<file path="src/include/ttw_map.svh">
`ifndef TTW_MAP_SVH
`define TTW_MAP_SVH

// ************************************************************
// Register byte offsets.
// ************************************************************
`define TTW_OFF_PWR     8'h00
`define TTW_OFF_PRESC   8'h04
`define TTW_OFF_NF      8'h08
`define TTW_OFF_MODE    8'h0c
`define TTW_OFF_TRIG    8'h10
`define TTW_OFF_STAT    8'h14
`define TTW_OFF_COUNT   8'h18
`define TTW_OFF_DATA    8'h1c
`define TTW_OFF_OUT     8'h20

// ************************************************************
// Field positions.
// ************************************************************
`define TTW_PWR_EN      0
`define TTW_NF_EN       0
`define TTW_MODE_MD_HI  3
`define TTW_MODE_MD_LO  1
`define TTW_MODE_CIS_HI 7
`define TTW_MODE_CIS_LO 6
`define TTW_MODE_STS_HI 10
`define TTW_MODE_STS_LO 8
`define TTW_MODE_SPLIT  11
`define TTW_MODE_CKS_HI 15
`define TTW_MODE_CKS_LO 14
`define TTW_TRIG_START  0
`define TTW_TRIG_STOP   1
`define TTW_TRIG_USTART 2
`define TTW_TRIG_USTOP  3
`define TTW_STAT_EN     0
`define TTW_STAT_UEN    1
`define TTW_STAT_OVF    2
`define TTW_OUT_OE      0
`define TTW_OUT_VAL     1
`define TTW_OUT_MODE    2
`define TTW_OUT_LVL     3

// ************************************************************
// Reset values and counts.
// ************************************************************
`define TTW_RST_WORD16  16'h0000
`define TTW_CNT_ZERO    16'h0000
`define TTW_CNT_FULL    16'hffff
`define TTW_CNT_ONE     16'h0001

`endif

</file>
<file path="src/include/ttw_pkg.sv">
package ttw_pkg;

    typedef enum logic [1:0] {
        TTW_ST_IDLE = 2'b00,
        TTW_ST_WAIT = 2'b01,
        TTW_ST_RUN  = 2'b11
    } ttw_state_t;

    typedef enum logic [2:0] {
        TTW_MD_ONE_COUNT = 3'b100,
        TTW_MD_CAPT_ONE  = 3'b110
    } ttw_mode_t;

    typedef enum logic [1:0] {
        TTW_EDGE_FALL   = 2'b00,
        TTW_EDGE_RISE   = 2'b01,
        TTW_EDGE_LOW_W  = 2'b10,
        TTW_EDGE_HIGH_W = 2'b11
    } ttw_edge_t;

    typedef enum logic [2:0] {
        TTW_STS_SOFT = 3'b000,
        TTW_STS_PIN  = 3'b010
    } ttw_start_t;

endpackage

</file>
<file path="src/hw/ttw_prescaler.sv">
`timescale 1ns/1ns
// ************************************************************
// Free-running divider giving four prescaled tick pulses.
// ************************************************************
module ttw_prescaler #(
    parameter int CNT_W = 16
) (
    input  wire logic              ref_clk_i,
    input  wire logic              rst_n_i,
    input  wire logic              run_i,
    input  wire logic [15:0]       sel_i,
    output logic      [3:0]        tick_o
);

    logic [CNT_W-1:0] cnt_reg;
    logic [CNT_W-1:0] cnt_next;
    logic [3:0]       tick_next;

    function automatic logic [CNT_W-1:0] div_mask(input logic [3:0] sel);
        div_mask = CNT_W'((32'h1 << sel) - 32'h1);
    endfunction

    assign cnt_next = run_i ? cnt_reg + CNT_W'(1) : '0;

    genvar k;
    generate
        for (k = 0; k < 4; k++) begin : g_tick
            assign tick_next[k] = run_i &&
                ((cnt_reg & div_mask(sel_i[4*k+3:4*k])) == div_mask(sel_i[4*k+3:4*k]));
        end
    endgenerate

    always_ff @(posedge ref_clk_i) begin
        if (!rst_n_i) begin
            cnt_reg <= '0;
            tick_o  <= 4'h0;
        end else begin
            cnt_reg <= cnt_next;
            tick_o  <= tick_next;
        end
    end

endmodule

</file>
<file path="src/hw/ttw_in_cond.sv">
`timescale 1ns/1ns
// ************************************************************
// Pin synchroniser, tick-sampled noise filter and edge detect.
// ************************************************************
module ttw_in_cond (
    input  wire logic ref_clk_i,
    input  wire logic rst_n_i,
    input  wire logic run_i,
    input  wire logic pin_i,
    input  wire logic tick_i,
    input  wire logic filt_en_i,
    output logic      level_o,
    output logic      rise_o,
    output logic      fall_o
);

    logic sync1_reg;
    logic sync2_reg;
    logic samp_reg;
    logic level_next;
    logic take;

    // Filter on: a level must be seen on two successive ticks.
    assign take       = tick_i && (!filt_en_i || (samp_reg == sync2_reg));
    assign level_next = take ? sync2_reg : level_o;

    always_ff @(posedge ref_clk_i) begin
        if (!rst_n_i || !run_i) begin
            sync1_reg <= 1'b0;
            sync2_reg <= 1'b0;
            samp_reg  <= 1'b0;
            level_o   <= 1'b0;
            rise_o    <= 1'b0;
            fall_o    <= 1'b0;
        end else begin
            sync1_reg <= pin_i;
            sync2_reg <= sync1_reg;
            if (tick_i) begin
                samp_reg <= sync2_reg;
            end
            level_o   <= level_next;
            rise_o    <= level_next && !level_o;
            fall_o    <= !level_next && level_o;
        end
    end

endmodule

</file>
<file path="src/hw/ttw_timer.sv">
`timescale 1ns/1ns
`include "ttw_map.svh"

module ttw_timer #(
    parameter int CHANNEL = 1
) (
    input  wire logic        ref_clk_i,
    input  wire logic        rst_n_i,
    input  wire logic        psel,
    input  wire logic        penable,
    input  wire logic        pwrite,
    input  wire logic [7:0]  paddr,
    input  wire logic [31:0] pwdata,
    output logic      [31:0] prdata,
    output logic             pready,
    output logic             pslverr,
    input  wire logic        timer_input_pin_i,
    output logic             channel_interrupt_o,
    output logic             timer_output_o
);

    // ************************************************************
    // Registers and decode.
    // ************************************************************
    localparam bit HAS_UPPER = (CHANNEL == 1) || (CHANNEL == 3);

    logic                   pwr_reg;
    logic [15:0]            presc_reg;
    logic                   nf_reg;
    logic [15:0]            mode_reg;
    logic [3:0]             out_reg;
    logic [15:0]            data_reg;
    logic [15:0]            count_reg;
    logic [15:0]            count_next;
    logic                   en_reg;
    logic                   uen_reg;
    logic                   ovf_reg;
    logic                   wrap_reg;
    logic                   irq_reg;
    ttw_pkg::ttw_state_t    state_reg;
    ttw_pkg::ttw_state_t    state_next;

    logic [3:0]  ticks;
    logic        tick;
    logic        pin_level;
    logic        pin_rise;
    logic        pin_fall;
    logic        wr_acc;
    logic        rd_setup;
    logic        wr_ok;
    logic        mapped;
    logic        is_width;
    logic        is_delay;
    logic        frozen;
    logic        sw_start;
    logic        sw_stop;
    logic        up_start;
    logic        up_stop;
    logic        start_edge;
    logic        capt_edge;
    logic        valid_edge;
    logic        pin_trig;
    logic        capture;
    logic        dly_load;
    logic        dly_zero;
    logic [1:0]  cks_eff;
    logic [15:0] mode_wmask;
    logic [31:0] rd_mux;

    function automatic logic sel_hit(input logic [7:0] a, input logic [7:0] off);
        sel_hit = (a == off);
    endfunction

    assign wr_acc   = psel && penable && pwrite;
    assign rd_setup = psel && !penable && !pwrite;
    assign wr_ok    = wr_acc && pwr_reg;
    assign mapped   = sel_hit(paddr, `TTW_OFF_PWR)   || sel_hit(paddr, `TTW_OFF_PRESC) ||
                      sel_hit(paddr, `TTW_OFF_NF)    || sel_hit(paddr, `TTW_OFF_MODE)  ||
                      sel_hit(paddr, `TTW_OFF_TRIG)  || sel_hit(paddr, `TTW_OFF_STAT)  ||
                      sel_hit(paddr, `TTW_OFF_COUNT) || sel_hit(paddr, `TTW_OFF_DATA)  ||
                      sel_hit(paddr, `TTW_OFF_OUT);
    assign pready   = 1'b1;
    assign pslverr  = psel && penable && !mapped;

    assign is_width = mode_reg[`TTW_MODE_MD_HI:`TTW_MODE_MD_LO] == ttw_pkg::TTW_MD_CAPT_ONE;
    assign is_delay = mode_reg[`TTW_MODE_MD_HI:`TTW_MODE_MD_LO] == ttw_pkg::TTW_MD_ONE_COUNT;
    assign frozen   = pwr_reg && en_reg && is_width;

    assign sw_start = wr_ok && sel_hit(paddr, `TTW_OFF_TRIG) && pwdata[`TTW_TRIG_START];
    assign sw_stop  = wr_ok && sel_hit(paddr, `TTW_OFF_TRIG) && pwdata[`TTW_TRIG_STOP];
    assign up_start = HAS_UPPER && wr_ok && sel_hit(paddr, `TTW_OFF_TRIG)
                      && pwdata[`TTW_TRIG_USTART];
    assign up_stop  = HAS_UPPER && wr_ok && sel_hit(paddr, `TTW_OFF_TRIG)
                      && pwdata[`TTW_TRIG_USTOP];

    // Split bit and the upper clock codes exist only on channels 1 and 3.
    assign mode_wmask = HAS_UPPER ? 16'hffff : 16'h87ff;
    assign cks_eff    = mode_reg[`TTW_MODE_CKS_HI:`TTW_MODE_CKS_LO];
    assign tick       = pwr_reg && ((cks_eff == 2'b00) ? ticks[0] :
                                    (cks_eff == 2'b10) ? ticks[1] :
                                    (cks_eff == 2'b01) ? ticks[2] : ticks[3]);

    // ************************************************************
    // Clock divider and input conditioning.
    // ************************************************************
    ttw_prescaler #(
        .CNT_W (16)
    ) u_presc (
        .ref_clk_i (ref_clk_i),
        .rst_n_i   (rst_n_i),
        .run_i     (pwr_reg),
        .sel_i     (presc_reg),
        .tick_o    (ticks)
    );

    ttw_in_cond u_in (
        .ref_clk_i (ref_clk_i),
        .rst_n_i   (rst_n_i),
        .run_i     (pwr_reg),
        .pin_i     (timer_input_pin_i),
        .tick_i    (tick),
        .filt_en_i (nf_reg),
        .level_o   (pin_level),
        .rise_o    (pin_rise),
        .fall_o    (pin_fall)
    );

    // ************************************************************
    // Edge roles.
    // ************************************************************
    assign start_edge = pwr_reg && ((mode_reg[`TTW_MODE_CIS_HI:`TTW_MODE_CIS_LO] ==
                        ttw_pkg::TTW_EDGE_HIGH_W) ? pin_rise : pin_fall);
    assign capt_edge  = (mode_reg[`TTW_MODE_CIS_HI:`TTW_MODE_CIS_LO] == ttw_pkg::TTW_EDGE_HIGH_W)
                        ? pin_fall : pin_rise;
    assign valid_edge = mode_reg[`TTW_MODE_CIS_HI] ? (pin_rise || pin_fall) :
                        mode_reg[`TTW_MODE_CIS_LO] ? pin_rise : pin_fall;
    assign pin_trig   = mode_reg[`TTW_MODE_STS_HI:`TTW_MODE_STS_LO] == ttw_pkg::TTW_STS_PIN;

    assign capture  = pwr_reg && is_width && (state_reg == ttw_pkg::TTW_ST_RUN) && capt_edge;
    assign dly_load = pwr_reg && is_delay && en_reg && !sw_stop &&
                      ((pin_trig && valid_edge) || sw_start);
    assign dly_zero = is_delay && (state_reg == ttw_pkg::TTW_ST_RUN) && tick &&
                      (count_reg == `TTW_CNT_ZERO);

    // ************************************************************
    // Channel state machine.
    // ************************************************************
    always_comb begin
        state_next = state_reg;
        count_next = count_reg;
        unique case (state_reg)
            ttw_pkg::TTW_ST_IDLE: begin
                if (sw_start || up_start) begin
                    state_next = ttw_pkg::TTW_ST_WAIT;
                end
            end
            ttw_pkg::TTW_ST_WAIT: begin
                if (is_width && start_edge) begin
                    state_next = ttw_pkg::TTW_ST_RUN;
                    count_next = `TTW_CNT_ZERO;
                end else if (dly_load) begin
                    state_next = ttw_pkg::TTW_ST_RUN;
                    count_next = data_reg;
                end
            end
            ttw_pkg::TTW_ST_RUN: begin
                if (capture) begin
                    state_next = ttw_pkg::TTW_ST_WAIT;
                    count_next = count_reg + `TTW_CNT_ONE;
                end else if (dly_load) begin
                    count_next = data_reg;
                end else if (dly_zero) begin
                    state_next = ttw_pkg::TTW_ST_WAIT;
                end else if (tick) begin
                    count_next = is_width ? count_reg + `TTW_CNT_ONE
                                          : count_reg - `TTW_CNT_ONE;
                end
            end
            default: begin
                state_next = ttw_pkg::TTW_ST_IDLE;
            end
        endcase
        if (sw_stop) begin
            state_next = ttw_pkg::TTW_ST_IDLE;
            count_next = count_reg;
        end
    end

    always_ff @(posedge ref_clk_i) begin
        if (!rst_n_i || !pwr_reg) begin
            state_reg <= ttw_pkg::TTW_ST_IDLE;
            count_reg <= `TTW_RST_WORD16;
            en_reg    <= 1'b0;
            uen_reg   <= 1'b0;
            ovf_reg   <= 1'b0;
            wrap_reg  <= 1'b0;
            irq_reg   <= 1'b0;
        end else begin
            state_reg <= state_next;
            count_reg <= count_next;
            irq_reg   <= capture || dly_zero;
            if (sw_stop) begin
                en_reg <= 1'b0;
            end else if (sw_start) begin
                en_reg <= 1'b1;
            end
            if (up_stop) begin
                uen_reg <= 1'b0;
            end else if (up_start) begin
                uen_reg <= 1'b1;
            end
            if (capture) begin
                ovf_reg  <= wrap_reg || (count_reg == `TTW_CNT_FULL);
                wrap_reg <= 1'b0;
            end else if (state_reg == ttw_pkg::TTW_ST_WAIT && state_next == ttw_pkg::TTW_ST_RUN) begin
                wrap_reg <= 1'b0;
            end else if (is_width && state_reg == ttw_pkg::TTW_ST_RUN && tick &&
                         count_reg == `TTW_CNT_FULL) begin
                wrap_reg <= 1'b1;
            end
        end
    end

    // ************************************************************
    // Software registers.
    // ************************************************************
    always_ff @(posedge ref_clk_i) begin
        if (!rst_n_i) begin
            pwr_reg <= 1'b0;
        end else if (wr_acc && sel_hit(paddr, `TTW_OFF_PWR)) begin
            pwr_reg <= pwdata[`TTW_PWR_EN];
        end
    end

    always_ff @(posedge ref_clk_i) begin
        if (!rst_n_i || !pwr_reg) begin
            presc_reg <= `TTW_RST_WORD16;
            nf_reg    <= 1'b0;
            mode_reg  <= `TTW_RST_WORD16;
            out_reg   <= 4'h0;
            data_reg  <= `TTW_RST_WORD16;
        end else begin
            if (wr_ok && sel_hit(paddr, `TTW_OFF_PRESC)) begin
                presc_reg <= pwdata[15:0];
            end
            if (wr_ok && sel_hit(paddr, `TTW_OFF_NF)) begin
                nf_reg <= pwdata[`TTW_NF_EN];
            end
            if (wr_ok && sel_hit(paddr, `TTW_OFF_MODE) && !frozen) begin
                mode_reg <= pwdata[15:0] & mode_wmask;
            end
            if (wr_ok && sel_hit(paddr, `TTW_OFF_OUT) && !frozen) begin
                out_reg <= pwdata[3:0];
            end
            if (capture) begin
                data_reg <= count_reg;
            end else if (wr_ok && sel_hit(paddr, `TTW_OFF_DATA)) begin
                data_reg <= pwdata[15:0];
            end
        end
    end

    assign rd_mux = sel_hit(paddr, `TTW_OFF_PWR)   ? {31'h0, pwr_reg} :
                    sel_hit(paddr, `TTW_OFF_PRESC) ? {16'h0, presc_reg} :
                    sel_hit(paddr, `TTW_OFF_NF)    ? {31'h0, nf_reg} :
                    sel_hit(paddr, `TTW_OFF_MODE)  ? {16'h0, mode_reg} :
                    sel_hit(paddr, `TTW_OFF_STAT)  ? {29'h0, ovf_reg, uen_reg, en_reg} :
                    sel_hit(paddr, `TTW_OFF_COUNT) ? {16'h0, count_reg} :
                    sel_hit(paddr, `TTW_OFF_DATA)  ? {16'h0, data_reg} :
                    sel_hit(paddr, `TTW_OFF_OUT)   ? {28'h0, out_reg} :
                    32'h0;

    always_ff @(posedge ref_clk_i) begin
        if (!rst_n_i) begin
            prdata <= 32'h0;
        end else if (rd_setup) begin
            prdata <= rd_mux;
        end
    end

    assign channel_interrupt_o = irq_reg;
    assign timer_output_o      = out_reg[`TTW_OUT_VAL];
endmodule

</file>
<file path="config.mk">
export PLATFORM = sky130hd
export DESIGN_NAME = ttw_timer
export DESIGN_NICKNAME = d
export VERILOG_FILES = /design/src/include/ttw_pkg.sv /design/src/hw/ttw_prescaler.sv /design/src/hw/ttw_in_cond.sv /design/src/hw/ttw_timer.sv
export VERILOG_INCLUDE_DIRS = /design/src /design/src/include
export SDC_FILE = /design/constraint.sdc
export NUM_CORES = 1
export LEC_CHECK = 0
export ABC_AREA = 1
export ABC_CLOCK_PERIOD_IN_PS = 2100
export BUFFER_PORTS_ARGS = -buffer_cell sky130_fd_sc_hd__buf_2
export CAP_MARGIN = 20
export CORE_ASPECT_RATIO = 0.6
export CORE_MARGIN = 4
export CORE_UTILIZATION = 55
export CTS_BUF_LIST = sky130_fd_sc_hd__clkbuf_16
export CTS_CLUSTER_SIZE = 40
export DETAILED_ROUTE_END_ITERATION = 6
export MAX_ROUTING_LAYER = met4
export PLACE_DENSITY = 0.75
export SLEW_MARGIN = 20
export SYNTH_ARGS = -nofsm -noshare
export SYNTH_HDL_FRONTEND = slang
export SYNTH_SLANG_ARGS = --single-unit
</file>
<file path="constraint.sdc">
create_clock -name ref_clk_i -period 2.1 [get_ports ref_clk_i]
set_input_delay 0.42 -clock ref_clk_i [delete_from_list [all_inputs] [get_ports ref_clk_i]]
set_output_delay 0.42 -clock ref_clk_i [all_outputs]
set_load 0.05 [all_outputs]
</file>
Word-level counts from Yosys, hierarchy flattened
Index checks and enable logic that the tools add are counted.

Add/sub/neg operators: 7. Multiply operators: 0. Divide/modulo/power cells: 0. $lt $le $gt $ge: 0. Equal/unequal tests: 26. Shifts and indexed selects: 4. Mux-type cells: 34. Bitwise logic cells: 5. Reduce and logical (&&, ||, !) cells: 82.

Operator list (count): $mux 16 (16); $sub 16x1->16 const B (5); $and 16x16->16 (4); $eq 16x16->1 (4); $shl 1x4->16 const A (4); $logic_and 1x1->1 (46); $add 16x1->16 const B (2); $eq 8x5->1 const B (4); $pmux 16 s2 (1); $eq 16x16->1 const B (1); $eq 8x4->1 const B (2); $logic_not 16->1 (1); $logic_or 1x1->1 (15); $mux 2 (7); $logic_not 1->1 (10); $eq 2x2->1 const B (4); $eq 8x3->1 const B (1); $eq 8x6->1 const B (1); $logic_not 8->1 (1); $mux 1 (8); $ne 4x4->1 const B (2); $eq 3x3->1 const B (2); $pmux 2 s3 (1); $reduce_and 5->1 (1); 11 further kinds (15).

Bits in registers: 135. Bits in latches: 0. Bits in writable memories: 0. Bits in read-only memories: 0. Output and inout bits: 36. Logic and storage cells: 180. Memories: 0.

Depth between registers and ports, before layout
Word-level depth: 15. Gate-level depth with buffers: 16. Depth with buffers taken out: 14.

Modules after synthesis
A second synthesis with hierarchy kept.

Cells, all modules: 1332. Area, all modules: 7933.9 sq um.

By module, submodules not included: ttw_timer (times used 1, cells each 931, area each 5718.0 sq um); ttw_prescaler (times used 1, cells each 372, area each 1988.2 sq um); ttw_in_cond (times used 1, cells each 29, area each 227.7 sq um).

Worst setup path after synthesis
Ideal clock, no wire load.

Kind: in2out. Start: input paddr[7]. End: output pslverr. Arrival time: 2673 ps. Data required time: 1680 ps. Setup slack: -993 ps. Stages on the path: 9. Buffers on the path: 1. Path through: nor2_1 -> nand2_1 -> nor2_1 -> nand2_1 -> inv_1 -> clkbuf_1 -> nor3_1 -> nand4_1 -> nor4_1.

Cells in the longest elaborated chain, start to end: 11. Elaborated cells on any way between the ends: 19.

RTL lines: start: declaration (RTL line ttw_timer.sv:12) `input wire logic [7:0] paddr,`; $eq 8x3->1 / $logic_not 8->1 (equally long branches) (RTL line ttw_timer.sv:71) `sel_hit = (a == off);`; $logic_or 1x1->1 (7 in a row) (RTL line ttw_timer.sv:77) `` assign mapped = sel_hit(paddr, `TTW_OFF_PWR) || sel_hit(paddr, `TTW_OFF_PRESC) || ``; $logic_or 1x1->1 * (RTL line ttw_timer.sv:77); $logic_not 1->1 * (RTL line ttw_timer.sv:83) `assign pslverr = psel && penable && !mapped;`; $logic_and 1x1->1 * (RTL line ttw_timer.sv:83); end: declaration (RTL line ttw_timer.sv:16) `output logic pslverr,`.

Mark *: on every way between the ends. The rest lies on a longest branch, timed or not.

Final worst setup path
Start: register pwr_reg. End: register count_reg[0].

Cells in the longest elaborated chain, start to end: 9. Elaborated cells on any way between the ends: 29.

RTL lines: start: declaration (RTL line ttw_timer.sv:27) `logic pwr_reg;`; start signal: assignment (RTL line ttw_timer.sv:231) `` pwr_reg <= pwdata[`TTW_PWR_EN]; ``; $logic_and 1x1->1 (RTL line ttw_timer.sv:76) `assign wr_ok = wr_acc && pwr_reg;`; $logic_and 1x1->1 (RTL line ttw_timer.sv:89, ttw_timer.sv:90); $logic_and 1x1->1 (RTL line ttw_timer.sv:90) `` assign sw_stop = wr_ok && sel_hit(paddr, `TTW_OFF_TRIG) && pwdata[`TTW_TRIG_STOP]; ``; $logic_not 1->1 (RTL line ttw_timer.sv:140) `assign dly_load = pwr_reg && is_delay && en_reg && !sw_stop &&`; $logic_and 1x1->1 (2 in a row) (RTL line ttw_timer.sv:140); $mux 16 (RTL line ttw_timer.sv:170) `end else if (dly_load) begin`; $mux 16 (RTL line ttw_timer.sv:167) `if (capture) begin`; $pmux 16 s2 (RTL line ttw_timer.sv:151) `unique case (state_reg)`; end signal: assignment (RTL line ttw_timer.sv:192) `` count_reg <= `TTW_RST_WORD16; ``; end signal: assignment (RTL line ttw_timer.sv:200) `count_reg <= count_next;`; end: declaration (RTL line ttw_timer.sv:33) `logic [15:0] count_reg;`.

Parallel ways exist; a longest one is shown, timed or not. A chain may end at the register's enable or synchronous reset.

==> impl_metrics.env <==
export IMPL_synth_edff_count=0
export IMPL_hold_path_endpoint="u_in.sync1_reg$_SDFF_PN0_"
export IMPL_dp_slack_ns=-0.0956
export IMPL_vias=9415
export IMPL_drtIter0Drc=1178
export IMPL_wl_per_cell_um=18.1
export IMPL_layout_nets=1438
export IMPL_skew_ns=0.0137
export IMPL_cts_root_buf="clkbuf_16"
export IMPL_drive_gt1_share_pct=17.0
export IMPL_top_usage_layer="met1"
export IMPL_die_area_um2=16200
export IMPL_ios=82
export IMPL_yosysMostFrequentCell="nand2_1"
export IMPL_synth_area_leaders="dfxtp_1 (30%), nand2_1 (14%), inv_1 (7.8%)"
export IMPL_rrSetupSlack_ns=0.02
export IMPL_synth_top_area_share_pct=30.3
export IMPL_clock_sinks=118
export IMPL_grt_util_met2_pct=45.2
export IMPL_holdBufCountCts=0
export IMPL_final_cell_area_um2=9590
export IMPL_arrival_ns=2.39
export IMPL_cp_end_kind="register"
export IMPL_ys_seq_area_share_pct=30.3
export IMPL_comb_power_share_pct=3.8
export IMPL_start_kind="register"
export IMPL_ys_top_cells_by_count="nand2_1 (292), inv_1 (163), nor2_1 (142), dfxtp_1 (118), o21ai_0 (112)"
export IMPL_switching_power_mw=1.32
export IMPL_setup_violations_final=0
export IMPL_cellLeakagePower_nw=4.26
export IMPL_seq_power_share_pct=40.8
export IMPL_rsz0062_at_grt="yes"
export IMPL_cts_htree_levels=4
export IMPL_slew_headroom_pct=55.8
export IMPL_rows=33
export IMPL_final_util_pct=69.6
export IMPL_synth_top_area_cell="dfxtp_1"
export IMPL_rr_startpoint="pwr_reg$_SDFFE_PN0P_"
export IMPL_grt_pass1_vias=8074
export IMPL_grt_max_degree=72
export IMPL_path_max_fanout=8
export IMPL_ctsLongestPathBuffers=2
export IMPL_p_clk_share_pct=55.4
export IMPL_synth_warnings=0
export IMPL_path_delay_family="simple AND/OR/NAND/NOR gates"
export IMPL_fin_ws_ns=0.0232
export IMPL_worstPathRequired_ns=2.41
export IMPL_grt_ovfl_total=0
export IMPL_swShare_pct=24.1
export IMPL_slowest_stage="dfxtp_2"
export IMPL_timing_fmax_ghz=0.481
export IMPL_die_h_um=100
export IMPL_antenna_cells=0
export IMPL_synth_seq_cells=118
export IMPL_synthFlopType="dfxtp_1"
export IMPL_path_cells="inv_2, nor3_4, buf_4, nand3_2, buf_4, nand2_1, clkinvlp_4, nand2_1, nor2_4, o21ai_0, nor2_1"
export IMPL_drc=0
export IMPL_fin_crit_sh_pct=98.9
export IMPL_place_port_buffers=48
export IMPL_p_int_mw=4.16
export IMPL_use_met1_pct=53.5
export IMPL_dpl_hpwl_um=21200
export IMPL_min_path_cells=3
export IMPL_hold_viol_final=0
export IMPL_final_cells=1589
export IMPL_path_clk_slew_ns=0.06
export IMPL_total_power_mw=5.48
export IMPL_crit_type="register to register"
export IMPL_peakVddDrop_mv=0.423
export IMPL_cts_made_buffers=17
export IMPL_min_path_type="input port to register"
export IMPL_synthCells=1268
export IMPL_cts_tree="built"
export IMPL_syn_to_final_growth_pct=22.9
export IMPL_grt_usage_pct=35.3
export IMPL_post_synth_cell_area_avg_um2=6.16
export IMPL_via_per_inst=5.93
export IMPL_place_inst=1548
export IMPL_grt_pass1_wl_um=43800
export IMPL_rr_worst_depth=11
export IMPL_drt_wl_total_um=28800
export IMPL_gr_usage_met3_pct=11.4
export IMPL_cap_violations=0
export IMPL_crit_path_start="pwr_reg$_SDFFE_PN0P_"
export IMPL_period_minus_slack_ns=2.08
export IMPL_tightest_slew_ns=0.663
export IMPL_dr_pass1_iters=6
export IMPL_core_um2=13800
export IMPL_status="complete, no violations"
export IMPL_postRouteAntennaNets=0
export IMPL_insertion_delay_ns=0.43
export IMPL_gp_congestion=1.05
export IMPL_async_flop_share_pct=0
export IMPL_p_per_area_nw_per_um2=571
export IMPL_dpl_cell_area_um2=8750
export IMPL_holdCritStartpoint="timer_input_pin_i"
export IMPL_slowest_delay_ns=0.37
export IMPL_crit_buf_inv=4
export IMPL_die_w_um=162
export IMPL_ys_types=45
export IMPL_start_util_pct=56.6
export IMPL_antenna_found_initial=0
export IMPL_synth_area_um2=7810
export IMPL_tns_ns=0
export IMPL_slew_violations=0
export IMPL_r2r_end="count_reg[0]$_SDFFE_PN0P_"
export IMPL_hold_slack_ns=0.208
-- power groups by stage --
| stage | combinational (mW) | clock, mW | sequential (mW) |
|---|---|---|---|
| global placement | 0.191 | 0 | 2.29 |
| detailed placement | 0.192 | 0 | 2.29 |
| floorplan | 0.135 | 0 | 2.29 |
| finish | 0.207 | 3.04 | 2.24 |
| CTS | 0.194 | 3.03 | 2.24 |
| global route | 0.218 | 3.13 | 2.24 |
-- logic make-up after synthesis --
kind of cell | after synthesis | share of synthesized area (%)
AOI/OAI and AO/OA | 274 | 19.9
xor gates and xnor gates | 12 | 1.35
adders and majority gates | 8 | 1.28
buffers and inverters | 233 | 12.5
DFF | 118 | 30.3
other | 2 | 0.0962
and+or+nand+nor | 621 | 34.6
-- area by class of cell --
class | instances | area, µm²
clock inverters | 15 | 181
inverters | 170 | 654
flip-flops and latches | 118 | 2370
multi-input cells | 935 | 4680
repair buffers | 142 | 1040
clock buffers | 17 | 425
well taps | 192 | 240
fillers | 1228 | 4200
-- what timing repair did --
action                     in CTS  in global routing
buffers inserted                0                  6
gates cloned                    0                  3
gates resized for setup         2                 40
setup endpoints to repair       1                 27
pin swaps                       1                 11
-- worst max path at each step --
stage	endpoint	slack (ns)	cells past startpoint
floorplan	pslverr	-0.09	9
global route	pslverr	-0.08	10
finish	count_reg[0]$_SDFFE_PN0P_	0.02	11
CTS	pslverr	0.03	11
detailed placement	count_reg[13]$_SDFFE_PN0P_	-0.1	13
global placement	count_reg[11]$_SDFFE_PN0P_	-0.07	13
-- worst register-to-register path: stages (launching register included) --
cell	delay, ns
dfxtp_2	0.37
inv_2	0.07
nor3_4	0.20
buf_4	0.18
nand3_2	0.09
buf_4	0.15
nand2_1	0.11
clkinvlp_4	0.27
nand2_1	0.22
nor2_4	0.09
o21ai_0	0.16
nor2_1	0.05
-- metal layers --
layer | vias up | share of wire (%) | wire [µm]
li1 | 4430 | - | -
met1 | 4291 | 46 | 13100
met2 | 643 | 37 | 10600
met3 | 51 | 16 | 4640
met4 | 0 | 1.3 | 386
met5 | - | 0 | 0
-- cell usage in the layout, fill, tap and decap left out, types with 6 or more instances in the layout --
master        n
a21oi_1      83
buf_2        43
buf_4        90
clkbuf_16    17
clkinvlp_4    6
conb_1       17
dfxtp_1     112
ha_1          8
inv_1       155
inv_2        10
nand2_1     285
nand2_2      10
nand3_1     108
nand4_1      23
nor2_1      132
nor2_2       10
nor3_1       25
nor4_1        6
o2111ai_1     6
o211ai_1     20
o21ai_0     112
o221ai_1      7
o22ai_1      21
xor2_1       12
Note: power is estimated with default switching activity, not from simulation.
